==> src/aux_relay_map.vh <==
// Summary of operation
// - inputs configurable NO/NC and supervision type
// - event only after filter window held
// - local mode inputs trigger side A/B tests
// - clutter within variance fires side relays
// - clutter outside variance leaves relays off
// - remote mode reports every input change
// - local mode device drives on-board relays
// - relay on for event plus active time
// - per-relay condition masks activate relay
// - expansion relays may follow zone alarms
// - fail-safe relays alarm on power loss
// - power loss is DC fail with battery absent, uncharged or low
// - remote mode relays follow host commands
// - latching relay on until off command
// - flash relay toggles until off command
// - pulse relay on for period then off
// - flash/pulse durations from per-relay config
// - filter window 0 to 2.5 s, 125 ms steps
// - flash off time 125 ms to 3.875 s, 125 ms steps
`ifndef AUX_RELAY_MAP_VH
`define AUX_RELAY_MAP_VH
`define CLK_HZ          25000000
`define STEP_MS         125
`define STEP_CYCLES     ((`CLK_HZ / 1000) * `STEP_MS)
`define STEP_MAX        5'h14
`define FILTER_DEFAULT  5'h02
`define ACTIVE_DEFAULT  5'h10
`define VAR_DEFAULT     8'h0C
`define SUP_NONE        2'h0
`define SUP_SINGLE      2'h1
`define SUP_DUAL        2'h2
`define CLS_NORMAL      2'h0
`define CLS_ALARM       2'h1
`define CLS_TAMPER      2'h2
`define ACT_LATCH       2'h0
`define ACT_FLASH       2'h1
`define ACT_PULSE       2'h2
`define NUM_COND        8
`define COND_ZONE       0
`define COND_SUP_A      1
`define COND_SUP_B      2
`define COND_TAMPER     3
`define COND_DC_FAIL    4
`define COND_BAT_FAIL   5
`define COND_HW_FAULT   6
`define COND_FAILSAFE   7
`endif

==> src/aux_relay_ctrl.v <==
`timescale 1ns/1ns
`default_nettype none
`include "aux_relay_map.vh"
module aux_relay_ctrl #(
  parameter NUM_RELAY   = 12,
  parameter NUM_EXP_IN  = 8,
  parameter STEP_CYCLES = `STEP_CYCLES
) (
  // clock and reset
  input  wire                     mclk_i,
  input  wire                     srst_i,
  // mode
  input  wire                     remote_mode_i,
  // auxiliary inputs, classified by the comparator stage
  input  wire [1:0]               aux_class_a_i,
  input  wire [1:0]               aux_class_b_i,
  input  wire                     aux_nc_a_i,
  input  wire                     aux_nc_b_i,
  input  wire [1:0]               aux_sup_a_i,
  input  wire [1:0]               aux_sup_b_i,
  input  wire [4:0]               filter_steps_i,
  // input expansion card
  input  wire [NUM_EXP_IN-1:0]    input_expansion_card_i,
  // clutter
  input  wire [7:0]               clutter_a_i,
  input  wire [7:0]               clutter_b_i,
  input  wire [7:0]               hist_clutter_a_i,
  input  wire [7:0]               hist_clutter_b_i,
  input  wire [7:0]               hist_var_i,
  // local conditions
  input  wire                     zone_alarm_i,
  input  wire                     sup_a_i,
  input  wire                     sup_b_i,
  input  wire                     enc_tamper_i,
  input  wire                     dc_fail_i,
  input  wire                     bat_present_i,
  input  wire                     bat_charged_i,
  input  wire                     bat_low_i,
  input  wire                     hw_fault_i,
  // relay configuration
  input  wire [NUM_RELAY*8-1:0]   cond_mask_i,
  input  wire [NUM_RELAY-1:0]     side_a_map_i,
  input  wire [NUM_RELAY-1:0]     side_b_map_i,
  input  wire [NUM_RELAY-1:0]     zone_map_i,
  input  wire [NUM_RELAY-1:0]     fail_safe_i,
  input  wire [NUM_RELAY*2-1:0]   act_type_i,
  input  wire [NUM_RELAY*5-1:0]   on_steps_i,
  input  wire [NUM_RELAY*5-1:0]   off_steps_i,
  // host commands
  input  wire [NUM_RELAY-1:0]     host_on_i,
  input  wire [NUM_RELAY-1:0]     host_off_i,
  // status to host
  output reg                      change_o,
  output reg  [NUM_EXP_IN+1:0]    input_state_o,
  output reg  [1:0]               aux_tamper_o,
  output reg  [1:0]               test_pass_o,
  output reg  [1:0]               test_fail_o,
  output reg                      power_lost_o,
  // relays
  output wire [NUM_RELAY-1:0]     relay_o
);
  // ***********************************
  // step tick, 125 ms
  // ***********************************
  reg [23:0] div_q;
  reg        tick_q;
  always @(posedge mclk_i) begin
    if (srst_i) begin
      div_q  <= 24'h000000;
      tick_q <= 1'b0;
    end else begin
      tick_q <= (div_q == STEP_CYCLES[23:0] - 24'h000001);
      if (div_q == STEP_CYCLES[23:0] - 24'h000001)
        div_q <= 24'h000000;
      else
        div_q <= div_q + 24'h000001;
    end
  end

  // ***********************************
  // input interpretation
  // ***********************************
  // open-circuit in a supervised loop shows as tamper from the comparator
  reg [1:0] act_raw;
  reg [1:0] tamp_raw;
  always @* begin
    tamp_raw[0] = (aux_sup_a_i != `SUP_NONE) && (aux_class_a_i == `CLS_TAMPER);
    tamp_raw[1] = (aux_sup_b_i != `SUP_NONE) && (aux_class_b_i == `CLS_TAMPER);
    act_raw[0]  = (aux_class_a_i == `CLS_ALARM) ^ (aux_nc_a_i && aux_sup_a_i == `SUP_NONE);
    act_raw[1]  = (aux_class_b_i == `CLS_ALARM) ^ (aux_nc_b_i && aux_sup_b_i == `SUP_NONE);
  end

  // ***********************************
  // filter window
  // ***********************************
  reg [4:0] filt_q [0:1];
  reg [1:0] filt_act_q;
  reg [1:0] filt_prev_q;
  reg [4:0] fwin;
  integer   i;
  always @* begin
    fwin = (filter_steps_i > `STEP_MAX) ? `STEP_MAX : filter_steps_i;
  end
  always @(posedge mclk_i) begin
    if (srst_i) begin
      filt_q[0]   <= 5'h00;
      filt_q[1]   <= 5'h00;
      filt_act_q  <= 2'h0;
      filt_prev_q <= 2'h0;
    end else begin
      filt_prev_q <= filt_act_q;
      for (i = 0; i < 2; i = i + 1) begin
        if (!act_raw[i]) begin
          filt_q[i]     <= 5'h00;
          filt_act_q[i] <= 1'b0;
        end else if (filt_q[i] >= fwin) begin
          filt_act_q[i] <= 1'b1;
        end else if (tick_q) begin
          filt_q[i] <= filt_q[i] + 5'h01;
        end
      end
    end
  end

  // ***********************************
  // self-test and status reporting
  // ***********************************
  wire [1:0] rise = filt_act_q & ~filt_prev_q;
  wire [7:0] dev_a = (clutter_a_i > hist_clutter_a_i) ? clutter_a_i - hist_clutter_a_i
                                                       : hist_clutter_a_i - clutter_a_i;
  wire [7:0] dev_b = (clutter_b_i > hist_clutter_b_i) ? clutter_b_i - hist_clutter_b_i
                                                       : hist_clutter_b_i - clutter_b_i;
  wire       ok_a  = (dev_a <= hist_var_i);
  wire       ok_b  = (dev_b <= hist_var_i);
  wire [NUM_EXP_IN+1:0] state_now = {input_expansion_card_i, filt_act_q};
  wire       power_lost = dc_fail_i && (!bat_present_i || !bat_charged_i || bat_low_i);
  reg  [1:0] test_hold_q;
  always @(posedge mclk_i) begin
    if (srst_i) begin
      change_o      <= 1'b0;
      input_state_o <= {(NUM_EXP_IN+2){1'b0}};
      aux_tamper_o  <= 2'h0;
      test_pass_o   <= 2'h0;
      test_fail_o   <= 2'h0;
      test_hold_q   <= 2'h0;
      power_lost_o  <= 1'b0;
    end else begin
      power_lost_o  <= power_lost;
      aux_tamper_o  <= tamp_raw;
      input_state_o <= state_now;
      change_o      <= remote_mode_i && (state_now != input_state_o);
      test_pass_o   <= {2{!remote_mode_i}} & rise & {ok_b, ok_a};
      test_fail_o   <= {2{!remote_mode_i}} & rise & ~{ok_b, ok_a};
      // keep the side request up while the test input stays held
      test_hold_q   <= {2{!remote_mode_i}} & filt_act_q &
                       ({ok_b, ok_a} & (rise | test_hold_q));
    end
  end

  // ***********************************
  // relay activation conditions
  // ***********************************
  wire [7:0] cond_vec;
  assign cond_vec[`COND_ZONE]     = zone_alarm_i;
  assign cond_vec[`COND_SUP_A]    = sup_a_i;
  assign cond_vec[`COND_SUP_B]    = sup_b_i;
  assign cond_vec[`COND_TAMPER]   = enc_tamper_i;
  assign cond_vec[`COND_DC_FAIL]  = dc_fail_i;
  assign cond_vec[`COND_BAT_FAIL] = bat_present_i && bat_low_i;
  assign cond_vec[`COND_HW_FAULT] = hw_fault_i;
  assign cond_vec[`COND_FAILSAFE] = power_lost;

  genvar g;
  generate
    for (g = 0; g < NUM_RELAY; g = g + 1) begin : relay_gen
      wire req = (|(cond_mask_i[g*8 +: 8] & cond_vec)) ||
                 (zone_map_i[g] && zone_alarm_i) ||
                 (side_a_map_i[g] && test_hold_q[0]) ||
                 (side_b_map_i[g] && test_hold_q[1]);
      relay_channel u_ch (
        .mclk_i         (mclk_i),
        .srst_i         (srst_i),
        .tick_i         (tick_q),
        .remote_i       (remote_mode_i),
        .local_req_i    (req),
        .act_type_i     (act_type_i[g*2 +: 2]),
        .on_steps_i     (on_steps_i[g*5 +: 5]),
        .off_steps_i    (off_steps_i[g*5 +: 5]),
        .cmd_on_i       (host_on_i[g]),
        .cmd_off_i      (host_off_i[g]),
        .fail_safe_en_i (fail_safe_i[g]),
        .power_lost_i   (power_lost),
        .relay_o        (relay_o[g])
      );
    end
  endgenerate
endmodule
`default_nettype wire

==> src/relay_channel.v <==
`timescale 1ns/1ns
`default_nettype none
`include "aux_relay_map.vh"
module relay_channel (
  // clock and reset
  input  wire       mclk_i,
  input  wire       srst_i,
  input  wire       tick_i,
  // control
  input  wire       remote_i,
  input  wire       local_req_i,
  input  wire [1:0] act_type_i,
  input  wire [4:0] on_steps_i,
  input  wire [4:0] off_steps_i,
  input  wire       cmd_on_i,
  input  wire       cmd_off_i,
  input  wire       fail_safe_en_i,
  input  wire       power_lost_i,
  // output
  output reg        relay_o
);
  // ***********************************
  // per-relay timing and mode sequencing
  // ***********************************
  reg       run_q;
  reg       phase_q;
  reg [4:0] cnt_q;
  reg       mode_q;
  always @(posedge mclk_i) begin
    if (srst_i) begin
      run_q   <= 1'b0;
      phase_q <= 1'b0;
      cnt_q   <= 5'h00;
      relay_o <= 1'b0;
      mode_q  <= 1'b0;
    end else begin
      mode_q <= remote_i;
      if (remote_i) begin
        if (cmd_off_i) begin
          run_q   <= 1'b0;
          phase_q <= 1'b0;
        end else if (cmd_on_i) begin
          run_q   <= 1'b1;
          phase_q <= 1'b1;
          cnt_q   <= 5'h00;
        end else if (!mode_q) begin
          // a local hold must not outlive the switch to host control
          run_q   <= 1'b0;
          phase_q <= 1'b0;
        end else if (run_q && tick_i && act_type_i != `ACT_LATCH) begin
          if (phase_q && cnt_q + 5'h01 >= on_steps_i) begin
            cnt_q   <= 5'h00;
            phase_q <= 1'b0;
            if (act_type_i == `ACT_PULSE)
              run_q <= 1'b0;
          end else if (!phase_q && cnt_q + 5'h01 >= off_steps_i) begin
            cnt_q   <= 5'h00;
            phase_q <= 1'b1;
          end else begin
            cnt_q <= cnt_q + 5'h01;
          end
        end
      end else begin
        // hold time restarts while the event lasts, so it runs on after the event ends
        if (local_req_i) begin
          run_q <= 1'b1;
          cnt_q <= 5'h00;
        end else if (mode_q) begin
          run_q <= 1'b0;
        end else if (run_q && tick_i) begin
          if (cnt_q + 5'h01 >= on_steps_i)
            run_q <= 1'b0;
          else
            cnt_q <= cnt_q + 5'h01;
        end
        phase_q <= 1'b1;
      end
      relay_o <= (run_q && phase_q && !(remote_i && cmd_off_i)) ||
                 (fail_safe_en_i && power_lost_i);
    end
  end
endmodule
`default_nettype wire

==> config.mk <==
export PLATFORM = sky130hd
export DESIGN_NAME = aux_relay_ctrl
export DESIGN_NICKNAME = d
export VERILOG_FILES = /design/src/aux_relay_ctrl.v /design/src/relay_channel.v
export VERILOG_INCLUDE_DIRS = /design/src
export SDC_FILE = /design/constraint.sdc
export NUM_CORES = 1
export LEC_CHECK = 0
export CAP_MARGIN = 20
export CORE_UTILIZATION = 55
export CTS_CLUSTER_SIZE = 12
export DETAILED_ROUTE_END_ITERATION = 10
export DONT_BUFFER_PORTS = 1
export PLACE_DENSITY = 0.71
export SLEW_MARGIN = 20
export SYNTH_ARGS = -nofsm -noshare
export SYNTH_HDL_FRONTEND = slang
export SYNTH_HIERARCHICAL = 1
export SYNTH_SLANG_ARGS = --single-unit
==> constraint.sdc <==
create_clock -name mclk_i -period 8.2 [get_ports mclk_i]
set_clock_uncertainty 0.1 [all_clocks]
set_input_delay 0.41 -clock mclk_i [delete_from_list [all_inputs] [get_ports mclk_i]]
set_output_delay 0.41 -clock mclk_i [all_outputs]
set_load 0.05 [all_outputs]
Yosys cells after proc, flatten, opt, wreduce, memory -nomap -nowiden --
Memory sizes are Yosys's and may differ from the RTL's. Cells that the tools add are included.
Word-level totals: flip-flop bits (word level) 146, RAM bits 10, bits of input ports 387, logic and storage cells 959, memories kept 1
Operators by class: add/sub/neg operators 19, magnitude comparators 31, equality and inequality tests 126, mux-type cells 372, bitwise logic cells 30, reductions and logical operators 319
Memories:
- filt_q | words 2, width 5, read ports 2, clocked after memory_dff 0, write ports 2, RTL line aux_relay_ctrl.v:96 | reg [4:0] filt_q [0:1];
Operators with widths (number):
- two-way mux 5 bit | 137
- two-way mux 1 bit | 233
- != test 5 bit, second input constant | 33
- logical AND 1 bit | 139
- greater-or-equal comparator 5 bit | 26
- AND 8 bit | 12
- nonzero test 4 bit | 24
- OR reduction 8 bit | 12
- != test 3 x 1 -> 1 bit, second input constant | 24
- != test 3 bit, second input constant | 24
- AND reduction 6 bit | 12
- adder 5 x 1 -> 5 bit, second input constant | 14
- != test 6 bit, second input constant | 11
- AND reduction 5 bit | 12
- logical OR 1 bit | 50
- nonzero test 3 bit | 12
- subtractor 8 bit | 4
- == test 2 bit, second input constant | 14
- nonzero test 2 bit | 14
- logical NOT 1 bit | 27
- adder 24 x 1 -> 24 bit, second input constant | 1
- == test 24 x 22 -> 1 bit, second input constant | 1
- != test 2 bit, second input constant | 12
- AND reduction 2 bit | 12
- 16 further kinds | 37

Longest topological paths before layout --
depth in word-level cells 11, depth in mapped cells 16, mapped depth without buffers 15

Hierarchy --
The synthesis kept the hierarchy.
By module, submodules not included:
- relay_channel at relay_gen[0].u_ch ... | times used 7, cells each 92, area an instance 753.2 um^2, seq. area each 180.2 um^2
- aux_relay_ctrl | times used 1, cells each 593, area an instance 4987.3 um^2, seq. area each 1241.2 um^2
- relay_channel at relay_gen[6].u_ch ... | times used 4, cells each 99, area an instance 842.1 um^2, seq. area each 180.2 um^2
- relay_channel at relay_gen[5].u_ch | times used 1, cells each 97, area an instance 785.8 um^2, seq. area each 180.2 um^2

Worst setup path before layout --
No wires, ideal clock.
path kind input -> register, start input port clutter_b_i[0], end register test_hold_q[1], library setup time 0.060 ns, arrival time 3.217 ns, setup slack 4.823 ns, cell stages on the path 16, buffers on the path 1, cells stage by stage inv_1 -> ha_1 -> inv_1 -> fa_1 -> nand3_1 -> a21oi_1 -> o31a_1 -> buf_2 -> mux2i_1 -> xnor2_1 -> ha_1 -> a21o_1 -> a221o_1 -> a221oi_1 -> a31o_2 -> o2111a_1
Between the ends: word-level cells in the longest chain between the ends 5, elaborated cells on any way between the ends 7
Ends and longest elaborated chain:
- from (decl) | RTL line aux_relay_ctrl.v:26 | input wire [7:0] clutter_b_i,
- subtractor 8 bit, or another cell as far along | RTL line aux_relay_ctrl.v:132 | : hist_clutter_b_i - clutter_b_i;
- two-way mux 8 bit (*) | RTL line aux_relay_ctrl.v:131 | wire [7:0] dev_b = (clutter_b_i > hist_clutter_b_i) ? clutter_b_i - hist_clutter_b_i
- <= comparator 8 bit (*) | RTL line aux_relay_ctrl.v:134 | wire ok_b = (dev_b <= hist_var_i);
- AND 2 bit (*) | RTL line aux_relay_ctrl.v:156 | ({ok_b, ok_a} & (rise | test_hold_q));
- AND 2 bit (*) | RTL line aux_relay_ctrl.v:155 | test_hold_q <= {2{!remote_mode_i}} & filt_act_q &
- to (signal assigned) | RTL line aux_relay_ctrl.v:155
- to (decl) | RTL line aux_relay_ctrl.v:137 | reg [1:0] test_hold_q;
Every way passes the cells marked *; elsewhere a longest branch is shown, timed or not. A chain may end at the register's enable or synchronous reset.

Worst setup path after layout --
Ends and elaborated chain as after synthesis.

==> results.toml <==
[detailed_routing]
ant_nets = 0
via_per_inst = 6.51
drt_wl_total_um = 44600
drc = 0
avgRoutedWirePerCell_um = 21.3
drtPass1Iterations = 8
vias = 13600
drt-initial-drc-count = 922

[worst_setup_path]
crit_start = "clutter_b_i[0]"
slowest_delay_ps = 430
critical_path_class = "input pin to register"
path_cells = "inv_1, ha_1, inv_1, fa_1, nand3_1, a21oi_1, o31a_1, mux2i_1, xnor2_1, ha_1, a21o_1, a221o_1, a221oi_1, a31o_2, o2111a_1"
crit_path_end_kind = "register"
r2r-start = "test_hold_q[0]"
r2r_setup_slack_ps = 5160
worstPathMaxFanout = 7
reg2reg_to = "relay_gen[1].u_ch/cnt_q[2]"
startpoint_type = "input pin"
worst_r2r_path_depth = 9
cp.arrival_ps = 3510
required_ps = 8460
critPathSlowestCell = "o31a_1"

[placement]
routabilityCongestion = 0.958
io_buffers = 0
pre_cts_ws_ps = 4570
place_hpwl_um = 34300

[floorplanning]
start_util_pct = 56.6
die-area_um2 = 26900
core_um2 = 25500
die_w_um = 164
row_count = 58
die_h_um = 164
io_pins = 417

[pwr]
combPwrFrac_pct = 20.4
swShare_pct = 30.5
p_int_mw = 1.51
p_clk_share_pct = 38.4
p_leak_nw = 6.60
p_total_mw = 2.18
seqPwrFrac_pct = 41.2
p_sw_mw = 0.665
vdd_ir_drop_max_mv = 0.123
powerDensity_nw_per_um2 = 141

[outcome]
status = "finished, final reports clean"

[cts]
h-tree-depth = 4
numClockSinks = 165
cts_inserted_buffers = 17
post_cts_buffers = 0
cts-hold-fix-buffers = 13
ctsLongestPathBuffers = 2
cts_tree = "built"
clk_latency_ps = 430
cts-root-buf = "clkbuf_16"
cts.repair.resized = 0
clkSlewWorstSetupHoldPaths_ps = 70

[synthesis]
synth_edf_count = 10
ys.flop_type = "dfxtp_1"
async_flop_share_pct = 0
ys_seq_area_share_pct = 23.6
ys_warn_count = 6
syn_nets = 2314
syn_area_um2 = 14400
syn_inst = 1730
synthSimpleGateAreaFrac_pct = 20.8
synth_seq_cells = 165
synthDistinctLibCells = 87
avgSynthCellArea_um2 = 8.33
synth_top_family_by_area = "compound AO/OA/AOI/OAI gates"
synth_adder_area_share_pct = 17.3
synth_xor_area_share_pct = 4.80
synth_compound_area_share_pct = 25.5
muxShareOfSynthArea_pct = 1.58

[sta]
rsz0062_at_grt = "no"
slew_headroom_pct = 29.8
fin_ws_ps = 4960
tns_ps = 0
fmax_ghz = 0.308
final_max_slew_viol_count = 0
worstMarginPinSlew_ps = 1050
post-route-period-util_pct = 39.5
setup_viol = 0
hold_violations = 0
finalCriticalPeriod_ps = 3240

[global_routing]
grt_pass1_wl_um = 68400
grt_use_total_pct = 32.8
grt_overflow = 0
grt_max_degree = 100
grt_pass1_vias = 13000
antenna_found_initial = 8

[hold_path]
hold_path_class = "input pin to register"
hold_depth = 1
holdCritStartpoint = "remote_mode_i"
worstHoldEndpoint = "relay_gen[5].u_ch/mode_q"

[run]
max_cap_violations = 0

[cells_and_area]
area.growth.synth_to_final_pct = 7.25
drive_gt1_share_pct = 6.51
fin_nets = 2322
final_cell_mix = "201 x inv_1, 193 x ha_1, 155 x dfxtp_1"
final_common_cell = "inv_1"
-- final cells by class --
cell class / count / area (um^2)
repair buffers: 15 / 163
diodes: 9 / 22.5
well taps: 330 / 413
flip-flops and latches: 165 / 3400
multi-input cells: 1338 / 10100
clock inverters: 14 / 160
inverters: 201 / 754
fillers: 2275 / 10000
clock buffers: 18 / 450
-- state kept, by name, indices dropped and copies added (netlist names), 9 cells and up --
signal,count
relay_gen.u_ch/run_q,12
div_q,24
filt_q,10
relay_gen.u_ch/cnt_q,60
input_state_o,9
relay_gen.u_ch/mode_q,12
relay_gen.u_ch/phase_q,12
relay_gen.u_ch/relay_o,12
-- metrics by stage --
stage / hold WS [ps] / cell area, um^2 / std cells / util [%]
after global routing: 5.94 / 15400 / 2084 / 60.6
after CTS: 1.98 / 15400 / 2081 / 60.6
after floorplan: 339 / 14400 / 1730 / -
after detailed placement: 355 / 14700 / 2036 / 57.6
after global placement: 355 / 14700 / 2036 / 57.6
final: 11.6 / 15500 / 2090 / 60.7
-- power by group through the flow --
| stage | clock network, mW | registers [mW] | logic (mW) |
|---|---|---|---|
| final | 0.836 | 0.899 | 0.445 |
| after global routing | 0.893 | 0.902 | 0.499 |
| after CTS | 0.853 | 0.897 | 0.440 |
| after detailed placement | 0 | 0.916 | 0.424 |
| after global placement | 0 | 0.915 | 0.410 |
| after floorplan | 0 | 0.904 | 0.347 |
-- logic make-up after synthesis --
| logic type | after synthesis |
|---|---|
| and+or+nand+nor | 541 |
| AOI/OAI and AO/OA | 499 |
| xor gates and xnor gates | 79 |
| muxes | 22 |
| adders and majority gates | 197 |
| buffers and inverters | 227 |
| DFF | 165 |
-- worst max-delay path: cells and delay by family --
kind	cells	cell delay, ps
simple gates	1	100
fa+ha+maj	3	820
xor+xnor	1	160
compound gates	7	1700
mux	1	240
buf+inv	2	90
-- layer usage --
metal	vias up	GRT usage (%)	part of all wire [%]
met4	2	17.6	4.6
li1	6457	-	-
met5	-	0	0.029
met3	126	11.1	9.4
met2	661	53.3	46
met1	6364	38.1	40
-- Yosys cell counts (27+ instances only) --
cell / count / share of area [%]
nand3_1: 54 / 1.9
ha_1: 193 / 17
nand2b_1: 47 / 2.0
inv_1: 201 / 5.2
nand4_1: 29 / 1.3
a21oi_1: 74 / 2.6
a21o_1: 27 / 1.4
o21ai_0: 78 / 2.7
nor2b_1: 40 / 1.7
a211oi_1: 34 / 1.8
xnor2_1: 40 / 2.4
nand2_1: 129 / 3.4
xor2_1: 39 / 2.4
nor2_1: 96 / 2.5
dfxtp_1: 155 / 22
-- how the worst max path moves through the flow --
stage	endpoint	slack, ps
6_report	test_hold_q[1]	4960
2_1_floorplan	test_hold_q[1]	4820
5_1_grt	test_hold_q[1]	4870
3_3_place_gp	test_hold_q[1]	4660
4_1_cts	test_hold_q[1]	5010
3_5_place_dp	test_hold_q[1]	4570
Note: power is estimated with default switching activity, not from simulation.
